$ cat config.mk
export PLATFORM = sky130hd
export DESIGN_NAME = trr_top
export DESIGN_NICKNAME = d
export VERILOG_FILES = /design/src/trr_evt.v /design/src/trr_top.v
export VERILOG_INCLUDE_DIRS = /design/src /design/src/src
export SDC_FILE = /design/constraint.sdc
export NUM_CORES = 1
export LEC_CHECK = 0
export BUFFER_PORTS_ARGS = -buffer_cell sky130_fd_sc_hd__buf_2
export CAP_MARGIN = 20
export CORE_MARGIN = 2
export CORE_UTILIZATION = 49
export DETAILED_ROUTE_END_ITERATION = 10
export PLACE_DENSITY = 0.87
export SYNTH_ARGS = -nofsm -noshare
export SYNTH_HDL_FRONTEND = slang
export SYNTH_SLANG_ARGS = --single-unit
$ cat constraint.sdc
create_clock -name clk_sys -period 4.75 [get_ports clk_sys]
set_input_delay 1.1875 -clock clk_sys [delete_from_list [all_inputs] [get_ports clk_sys]]
set_output_delay 1.1875 -clock clk_sys [all_outputs]
set_load 0.1 [all_outputs]
$ cat src/trr_defs.vh
// constants for the timer raw interrupt status block
`ifndef TRR_DEFS_VH
`define TRR_DEFS_VH

// register byte offsets
`define TRR_OFS_MODE_A     8'h04
`define TRR_OFS_MODE_B     8'h08
`define TRR_OFS_MASK       8'h18
`define TRR_OFS_RAW        8'h1C
`define TRR_OFS_MIS        8'h20
`define TRR_OFS_CLR        8'h24

// flag bit positions, shared by raw, mask, masked and clear registers
`define TRR_A_TIMEOUT      0
`define TRR_A_CAP_MATCH    1
`define TRR_A_CAP_EVENT    2
`define TRR_A_MATCH        4
`define TRR_A_DMA_DONE     5
`define TRR_B_TIMEOUT      8
`define TRR_B_CAP_MATCH    9
`define TRR_B_CAP_EVENT    10
`define TRR_B_MATCH        11
`define TRR_B_DMA_DONE     13

// implemented flag bits; everything else reads zero
`define TRR_FLAG_MASK      32'h00002F37
`define TRR_RAW_RESET      32'h00000000
`define TRR_MASK_RESET     32'h00000000

// sub-timer mode register fields
`define TRR_MODE_LSB       0
`define TRR_MODE_MSB       1
`define TRR_MODE_EDGE_TIME 2
`define TRR_MODE_COUNT_UP  4
`define TRR_MODE_MATCH_IE  5
`define TRR_MODE_PM_USE    6
`define TRR_MODE_W         7
`define TRR_MODE_WMASK     7'h77
`define TRR_MODE_RESET     7'h00

// timer mode field encodings
`define TRR_MD_ONE_SHOT    2'h1
`define TRR_MD_PERIODIC    2'h2
`define TRR_MD_CAPTURE     2'h3

`endif

$ cat src/trr_evt.v
// per sub-timer event detector: turns counter state into one-cycle pulses
`timescale 1ns/1ns
`default_nettype none
`include "trr_defs.vh"
module trr_evt #(
  parameter COUNT_W = 16,
  parameter PRE_W   = 8
) (
  input  wire               clk_sys,
  input  wire               rstn,
  input  wire [`TRR_MODE_W-1:0] mode_cfg,
  input  wire [COUNT_W-1:0] count_val,
  input  wire [PRE_W-1:0]   prescale_val,
  input  wire [COUNT_W-1:0] interval_load,
  input  wire [COUNT_W-1:0] match_val,
  input  wire [PRE_W-1:0]   prescale_match,
  input  wire               capture_event,
  input  wire               dma_done,
  output reg                timeout_pulse_ff,
  output reg                match_pulse_ff,
  output reg                cap_event_pulse_ff,
  output reg                cap_match_pulse_ff,
  output reg                dma_pulse_ff
);

  // count and prescale compare; prescale may be left out of the match
  function hit;
    input [COUNT_W-1:0] cnt;
    input [COUNT_W-1:0] mval;
    input [PRE_W-1:0]   pre;
    input [PRE_W-1:0]   pmval;
    input               use_pre;
    begin
      hit = (cnt == mval) && (!use_pre || (pre == pmval));
    end
  endfunction

  wire [1:0] mode_sel = mode_cfg[`TRR_MODE_MSB:`TRR_MODE_LSB];
  wire       timed    = (mode_sel == `TRR_MD_ONE_SHOT) ||
                        (mode_sel == `TRR_MD_PERIODIC);
  wire       edge_time = (mode_sel == `TRR_MD_CAPTURE) &&
                         mode_cfg[`TRR_MODE_EDGE_TIME];
  // limit depends on direction: zero down, interval load up
  wire [COUNT_W-1:0] limit = mode_cfg[`TRR_MODE_COUNT_UP] ?
                             interval_load : {COUNT_W{1'b0}};
  wire to_hit = timed && (count_val == limit);
  wire m_hit  = timed && mode_cfg[`TRR_MODE_MATCH_IE] &&
                hit(count_val, match_val, prescale_val, prescale_match,
                    mode_cfg[`TRR_MODE_PM_USE]);
  wire cm_hit = edge_time &&
                hit(count_val, match_val, prescale_val, prescale_match,
                    1'b1);

  reg to_prev_ff;
  reg m_prev_ff;
  reg cm_prev_ff;

  // a compare that holds for many cycles must not refire after a clear,
  // so only the arrival at the value makes a pulse
  always @(posedge clk_sys or negedge rstn)
  begin
    if (!rstn)
    begin
      to_prev_ff         <= 1'b0;
      m_prev_ff          <= 1'b0;
      cm_prev_ff         <= 1'b0;
      timeout_pulse_ff   <= 1'b0;
      match_pulse_ff     <= 1'b0;
      cap_event_pulse_ff <= 1'b0;
      cap_match_pulse_ff <= 1'b0;
      dma_pulse_ff       <= 1'b0;
    end
    else
    begin
      to_prev_ff         <= to_hit;
      m_prev_ff          <= m_hit;
      cm_prev_ff         <= cm_hit;
      timeout_pulse_ff   <= to_hit & ~to_prev_ff;
      match_pulse_ff     <= m_hit & ~m_prev_ff;
      cap_event_pulse_ff <= capture_event & edge_time;
      cap_match_pulse_ff <= cm_hit & ~cm_prev_ff;
      dma_pulse_ff       <= dma_done;
    end
  end

endmodule
`default_nettype wire

$ cat src/trr_top.v
// timer raw interrupt status block: flags, mask, clear and register port
`timescale 1ns/1ns
`default_nettype none
`include "trr_defs.vh"
module trr_top #(
  parameter COUNT_W = 16,
  parameter PRE_W   = 8,
  parameter ADDR_W  = 8
) (
  input  wire               clk_sys,
  input  wire               rstn,
  // register port
  input  wire [ADDR_W-1:0]  reg_addr,
  input  wire [31:0]        reg_wdata,
  input  wire               reg_wr,
  input  wire               reg_rd,
  output reg  [31:0]        reg_rdata_ff,
  // interrupt line
  output reg                irq_ff,
  // sub-timer A counter state
  input  wire [COUNT_W-1:0] sub_a_count_value,
  input  wire [PRE_W-1:0]   sub_a_prescale_value,
  input  wire [COUNT_W-1:0] sub_a_interval_load,
  input  wire [COUNT_W-1:0] sub_a_match_value,
  input  wire [PRE_W-1:0]   sub_a_prescale_match,
  input  wire               sub_a_capture_event,
  input  wire               sub_a_dma_done,
  // sub-timer B counter state
  input  wire [COUNT_W-1:0] sub_b_count_value,
  input  wire [PRE_W-1:0]   sub_b_prescale_value,
  input  wire [COUNT_W-1:0] sub_b_interval_load,
  input  wire [COUNT_W-1:0] sub_b_match_value,
  input  wire [PRE_W-1:0]   sub_b_prescale_match,
  input  wire               sub_b_capture_event,
  input  wire               sub_b_dma_done
);

  // address compare, used by both the write and the read decode
  function sel;
    input [ADDR_W-1:0] a;
    input [7:0]        ofs;
    begin
      sel = (a == ofs[ADDR_W-1:0]);
    end
  endfunction

  reg  [`TRR_MODE_W-1:0] sub_a_mode_reg_ff;
  reg  [`TRR_MODE_W-1:0] sub_b_mode_reg_ff;
  reg  [`TRR_MODE_W-1:0] nxt_sub_a_mode_reg;
  reg  [`TRR_MODE_W-1:0] nxt_sub_b_mode_reg;
  reg  [31:0]            irq_mask_reg_ff;
  reg  [31:0]            nxt_irq_mask_reg;
  reg  [31:0]            timer_raw_irq_flags_ff;
  reg  [31:0]            nxt_timer_raw_irq_flags;
  reg  [31:0]            flag_set;
  reg  [31:0]            flag_clr;
  reg  [31:0]            rd_mux;
  wire [31:0]            masked_irq_status;

  wire a_timeout;
  wire a_match;
  wire a_cap_event;
  wire a_cap_match;
  wire a_dma;
  wire b_timeout;
  wire b_match;
  wire b_cap_event;
  wire b_cap_match;
  wire b_dma;

  // sub-timer A events
  trr_evt #(
    .COUNT_W (COUNT_W),
    .PRE_W   (PRE_W)
  ) u_evt_a (
    .clk_sys            (clk_sys),
    .rstn               (rstn),
    .mode_cfg           (sub_a_mode_reg_ff),
    .count_val          (sub_a_count_value),
    .prescale_val       (sub_a_prescale_value),
    .interval_load      (sub_a_interval_load),
    .match_val          (sub_a_match_value),
    .prescale_match     (sub_a_prescale_match),
    .capture_event      (sub_a_capture_event),
    .dma_done           (sub_a_dma_done),
    .timeout_pulse_ff   (a_timeout),
    .match_pulse_ff     (a_match),
    .cap_event_pulse_ff (a_cap_event),
    .cap_match_pulse_ff (a_cap_match),
    .dma_pulse_ff       (a_dma)
  );

  // sub-timer B events
  trr_evt #(
    .COUNT_W (COUNT_W),
    .PRE_W   (PRE_W)
  ) u_evt_b (
    .clk_sys            (clk_sys),
    .rstn               (rstn),
    .mode_cfg           (sub_b_mode_reg_ff),
    .count_val          (sub_b_count_value),
    .prescale_val       (sub_b_prescale_value),
    .interval_load      (sub_b_interval_load),
    .match_val          (sub_b_match_value),
    .prescale_match     (sub_b_prescale_match),
    .capture_event      (sub_b_capture_event),
    .dma_done           (sub_b_dma_done),
    .timeout_pulse_ff   (b_timeout),
    .match_pulse_ff     (b_match),
    .cap_event_pulse_ff (b_cap_event),
    .cap_match_pulse_ff (b_cap_match),
    .dma_pulse_ff       (b_dma)
  );

  // gather the event pulses into the flag layout
  always @*
  begin
    flag_set                   = 32'h00000000;
    flag_set[`TRR_A_TIMEOUT]   = a_timeout;
    flag_set[`TRR_A_CAP_MATCH] = a_cap_match;
    flag_set[`TRR_A_CAP_EVENT] = a_cap_event;
    flag_set[`TRR_A_MATCH]     = a_match;
    flag_set[`TRR_A_DMA_DONE]  = a_dma;
    flag_set[`TRR_B_TIMEOUT]   = b_timeout;
    flag_set[`TRR_B_CAP_MATCH] = b_cap_match;
    flag_set[`TRR_B_CAP_EVENT] = b_cap_event;
    flag_set[`TRR_B_MATCH]     = b_match;
    flag_set[`TRR_B_DMA_DONE]  = b_dma;
  end

  // write one to clear; covers timer and dma flags alike
  always @*
  begin
    flag_clr = 32'h00000000;
    if (reg_wr && sel(reg_addr, `TRR_OFS_CLR))
    begin
      flag_clr = reg_wdata & `TRR_FLAG_MASK;
    end
  end

  // raw flags: sticky, set wins over clear so no event is lost;
  // the mask is not looked at here, and a write to the raw
  // offset itself has no path into this register
  always @*
  begin
    nxt_timer_raw_irq_flags = ((timer_raw_irq_flags_ff & ~flag_clr) |
                               flag_set) & `TRR_FLAG_MASK;
  end

  // mask and mode registers, written whole
  always @*
  begin
    nxt_irq_mask_reg   = irq_mask_reg_ff;
    nxt_sub_a_mode_reg = sub_a_mode_reg_ff;
    nxt_sub_b_mode_reg = sub_b_mode_reg_ff;
    if (reg_wr)
    begin
      if (sel(reg_addr, `TRR_OFS_MASK))
      begin
        nxt_irq_mask_reg = reg_wdata & `TRR_FLAG_MASK;
      end
      if (sel(reg_addr, `TRR_OFS_MODE_A))
      begin
        nxt_sub_a_mode_reg = reg_wdata[`TRR_MODE_W-1:0] & `TRR_MODE_WMASK;
      end
      if (sel(reg_addr, `TRR_OFS_MODE_B))
      begin
        nxt_sub_b_mode_reg = reg_wdata[`TRR_MODE_W-1:0] & `TRR_MODE_WMASK;
      end
    end
  end

  // masked view: what the interrupt line actually follows
  assign masked_irq_status = timer_raw_irq_flags_ff &
                             irq_mask_reg_ff;

  // read decode; the clear register and unmapped offsets read zero
  always @*
  begin
    rd_mux = 32'h00000000;
    case (1'b1)
      sel(reg_addr, `TRR_OFS_MODE_A):
        rd_mux = {{(32-`TRR_MODE_W){1'b0}}, sub_a_mode_reg_ff};
      sel(reg_addr, `TRR_OFS_MODE_B):
        rd_mux = {{(32-`TRR_MODE_W){1'b0}}, sub_b_mode_reg_ff};
      sel(reg_addr, `TRR_OFS_MASK):
        rd_mux = irq_mask_reg_ff;
      sel(reg_addr, `TRR_OFS_RAW):
        rd_mux = timer_raw_irq_flags_ff & `TRR_FLAG_MASK;
      sel(reg_addr, `TRR_OFS_MIS):
        rd_mux = masked_irq_status;
      default:
        rd_mux = 32'h00000000;
    endcase
  end

  // state registers
  always @(posedge clk_sys or negedge rstn)
  begin
    if (!rstn)
    begin
      timer_raw_irq_flags_ff <= `TRR_RAW_RESET;
      irq_mask_reg_ff        <= `TRR_MASK_RESET;
      sub_a_mode_reg_ff      <= `TRR_MODE_RESET;
      sub_b_mode_reg_ff      <= `TRR_MODE_RESET;
    end
    else
    begin
      timer_raw_irq_flags_ff <= nxt_timer_raw_irq_flags;
      irq_mask_reg_ff        <= nxt_irq_mask_reg;
      sub_a_mode_reg_ff      <= nxt_sub_a_mode_reg;
      sub_b_mode_reg_ff      <= nxt_sub_b_mode_reg;
    end
  end

  // read data stand only in the cycle after the strobe, zero otherwise;
  // the interrupt trails the flags by one cycle to come from a flop
  always @(posedge clk_sys or negedge rstn)
  begin
    if (!rstn)
    begin
      reg_rdata_ff <= 32'h00000000;
      irq_ff       <= 1'b0;
    end
    else
    begin
      reg_rdata_ff <= reg_rd ? rd_mux : 32'h00000000;
      irq_ff       <= |masked_irq_status;
    end
  end

endmodule
`default_nettype wire

==> impl_metrics.env <==
export IMPL_synth_xor_area_frac=0.122
export IMPL_power_switching_uw=378
export IMPL_wirelength_um=10700
export IMPL_slowest_stage="nor4b_4"
export IMPL_rr_endpoint="u_evt_a.timeout_pulse_ff$_DFF_PN0_"
export IMPL_coreArea_sq_mm=0.00769
export IMPL_cpPeakStageDelay_ns=0.72
export IMPL_worst_setup_path_start_kind="input port"
export IMPL_yosysWarnings=0
export IMPL_cts_tree="done"
export IMPL_muxShareOfSynthArea=0.0667
export IMPL_ant_nets=0
export IMPL_ys_flop_type="dfrtp_1"
export IMPL_antenna_found_initial=0
export IMPL_start_util=0.503
export IMPL_power_uw=1210
export IMPL_power_density_mw_per_mm2=249
export IMPL_relSlewSlack=0.481
export IMPL_cts_hold_buf=0
export IMPL_ys_seq_area_frac=0.389
export IMPL_syn_inst=398
export IMPL_synth_top_area_cell="dfrtp_1"
export IMPL_synthAdderAreaFrac=0.00648
export IMPL_report_final_slew_viol_count=0
export IMPL_hold_path_class="reg2reg"
export IMPL_first_iter_violations=288
export IMPL_synthDominantCellAreaShare=0.389
export IMPL_synth_top_family_by_area="simple AND/OR/NAND/NOR gates"
export IMPL_crit_path_end_kind="register"
export IMPL_maxCapViolations=0
export IMPL_boundaryPins=209
export IMPL_pwr_share_seq=0.441
export IMPL_r2r_cells=5
export IMPL_power_leakage_uw=0.00260
export IMPL_tightestPinTransition_ns=0.775
export IMPL_place_gp_congestion=0.924
export IMPL_skew_ns=0.00373
export IMPL_pwr_share_comb=0.233
export IMPL_min_to="u_evt_a.match_pulse_ff$_DFF_PN0_"
export IMPL_period_share=0.581
export IMPL_status="completed"
export IMPL_async_reset_ff_frac=1.00
export IMPL_rows=32
export IMPL_dieArea_sq_mm=0.00861
export IMPL_reg2reg_from="sub_a_mode_reg_ff[4]$_DFFE_PN0P_"
export IMPL_n_antenna_cell=0
export IMPL_ctsResizeCount=0
export IMPL_syn_area_per_cell_sq_um=9.71
export IMPL_num_fill_cells=656
export IMPL_clk_pin_slew_ns=0.06
export IMPL_synthSimpleGateAreaFrac=0.184
export IMPL_area_growth_pct=26.2
export IMPL_hold_start="u_evt_a.m_prev_ff$_DFF_PN0_"
export IMPL_required_ns=4.96
export IMPL_worstSetupPathType="in2reg"
export IMPL_clk_latency_ns=0.33
export IMPL_hold_violations=0
export IMPL_period_needed_ns=2.76
export IMPL_cp_arrival_ns=2.98
export IMPL_p_sw_frac=0.312
export IMPL_grt_max_degree=45
export IMPL_root_buffer="clkbuf_8"
export IMPL_io_buffers=166
export IMPL_clock_sinks=60
export IMPL_tns_ns=0
export IMPL_grt_pass1_vias=3553
export IMPL_pwr_share_clk=0.326
export IMPL_hpwlAfterDp_um=8600
export IMPL_numCtsBuffers=9
export IMPL_nNetsFinal=744
export IMPL_drc_errors=0
export IMPL_finalSetupViolCount=0
export IMPL_first_pass_iters=7
export IMPL_synth_compound_area_frac=0.165
export IMPL_p_int_uw=835
export IMPL_grt_ovfl_total=0
export IMPL_vias_per_cell=5.67
export IMPL_synthTopCellsByArea="dfrtp_1 39%, xor2_1 11%, mux2_2 6.4%, buf_4 4.3%, a21o_1 3.9%"
export IMPL_grt_pass1_wl_um=16500
export IMPL_drive_gt1_frac=0.375
export IMPL_clockBufferDepth=2
export IMPL_die_w_um=92.8
export IMPL_detailroute_via_count=3810
export IMPL_synth_edff_count=0
export IMPL_ys_types=48
export IMPL_fmaxAchievable_mhz=362
export IMPL_ir_worst_vdd_mv=0.119
export IMPL_cp_cell_sequence="buf_2, nor4b_4, nand4_2, mux2_2"
export IMPL_post_cts_buffers=0
export IMPL_rsz0062_at_grt="false"
export IMPL_die_h_um=92.8
export IMPL_avgRoutedWirePerCell_um=15.9
export IMPL_synthesis_area_sq_mm=0.00386
export IMPL_htree_levels=3
export IMPL_cp_max_fo=16
export IMPL_synth_seq_cells=60
export IMPL_reg2reg_slack_ns=2.77
export IMPL_grt_util_all_layers=0.242
export IMPL_whs_path_depth=1
## cell type report
| type | count | area (sq um) | area share |
|---|---|---|---|
| Multi-Input combinational cell | 313 | 2180 | 0.448 |
| Tap cell | 102 | 128 | 0.0262 |
| Clock inverter | 2 | 10.0 | 0.00205 |
| Sequential cell | 60 | 1500 | 0.308 |
| Timing Repair Buffer | 167 | 838 | 0.172 |
| Inverter | 15 | 56.3 | 0.0115 |
| Clock buffer | 13 | 159 | 0.0326 |
## cell families (layout without fill, tap and decap cells)
logic type	after synthesis	count (layout)
buffers and inverters	45	197
AND/OR/NAND/NOR	125	125
other	1	21
flip-flops	60	60
AO/OA/AOI/OAI	88	88
adder cells (fa/ha/maj)	2	2
multiplexers	23	23
XOR/XNOR	54	54
## cells in the mapped netlist (2+ instances only)
cell and instances:
a211oi_1 2, a21o_1 20, a221oi_1 6, a222oi_1 2
a22o_1 4, a22oi_1 14, a31o_2 5, a31oi_1 9
and3_1 5, and4bb_1 2, buf_2 2, buf_4 22
clkbuf_1 6, dfrtp_1 60, ha_1 2, inv_1 15
mux2_2 22, nand2_1 36, nand2b_1 5, nand3_1 3
nand4_1 5, nor2_1 21, nor2b_1 5, nor3_1 8
nor4_1 19, nor4bb_1 5, o21ai_0 14, o22ai_1 6
or3_1 2, xnor2_1 6, xor2_1 48
## through the flow
stage | area, sq um | setup slack [ns] | utilization | hold WS (ns) | cells
global route | 4880 | 1.95 | 0.634 | 0.417 | 672
finish | 4880 | 1.99 | 0.634 | 0.394 | 672
floorplan | 3940 | 2.26 | - | 0.378 | 418
global placement | 4710 | 1.77 | 0.612 | 0.383 | 657
CTS | 4880 | 2.08 | 0.634 | 0.391 | 672
detailed placement | 4710 | 1.74 | 0.612 | 0.383 | 657
## routing by layer
metal	vias up	global-route usage	share of wire
met2	231	0.425	0.52
met3	30	0.0488	0.081
li1	1750	-	-
met4	0	0.109	0.032
met5	-	0	0
met1	1799	0.283	0.37
## critical path, delay by kind of cell
family | cells | cell delay, ns
and+or+nand+nor | 2 | 1.21
buffers and inverters | 1 | 0.14
muxes | 1 | 0.43
## cell usage in the layout, fill, tap and decap left out, drive strengths merged, types with 5 or more instances in the layout
cell type	instances
buf	167
dfrtp	60
xor2	48
nand2	36
mux2	22
nor2	22
conb	21
a21o	20
nor4	20
inv	15
o21ai	14
a22oi	14
clkbuf	13
a31oi	9
nor3	8
a221oi	6
xnor2	6
o22ai	6
nand4	6
and3	5
nor4bb	5
a31o	5
nand2b	5
nor2b	5
## worst max path at each step
stage | from | endpoint | slack (ns) | depth (start not counted)
floorplan | reg_addr[5] | sub_a_mode_reg_ff[0]$_DFFE_PN0P_ | 2.26 | 5
global placement | reg_addr[1] | irq_mask_reg_ff[0]$_DFFE_PN0P_ | 1.77 | 4
detailed placement | reg_addr[1] | irq_mask_reg_ff[5]$_DFFE_PN0P_ | 1.74 | 4
CTS | reg_addr[1] | irq_mask_reg_ff[4]$_DFFE_PN0P_ | 2.08 | 4
global route | reg_addr[1] | irq_mask_reg_ff[4]$_DFFE_PN0P_ | 1.95 | 4
finish | reg_addr[1] | irq_mask_reg_ff[4]$_DFFE_PN0P_ | 1.99 | 4
## state kept, by name, summed over array words and instances (netlist names), 6 cells and up
| register | cells |
|---|---|
| sub_b_mode_reg_ff | 6 |
| sub_a_mode_reg_ff | 6 |
| irq_mask_reg_ff | 10 |
| reg_rdata_ff | 11 |
| timer_raw_irq_flags_ff | 10 |
## power by group through the flow
stage	Combinational [uW]	Clock, uW	Sequential, uW
after floorplan	170	0	547
after global placement	271	0	542
after detailed placement	281	0	543
after CTS	282	404	534
after global routing	304	431	535
final	283	395	535
Power figures use the tool's default switching activity.
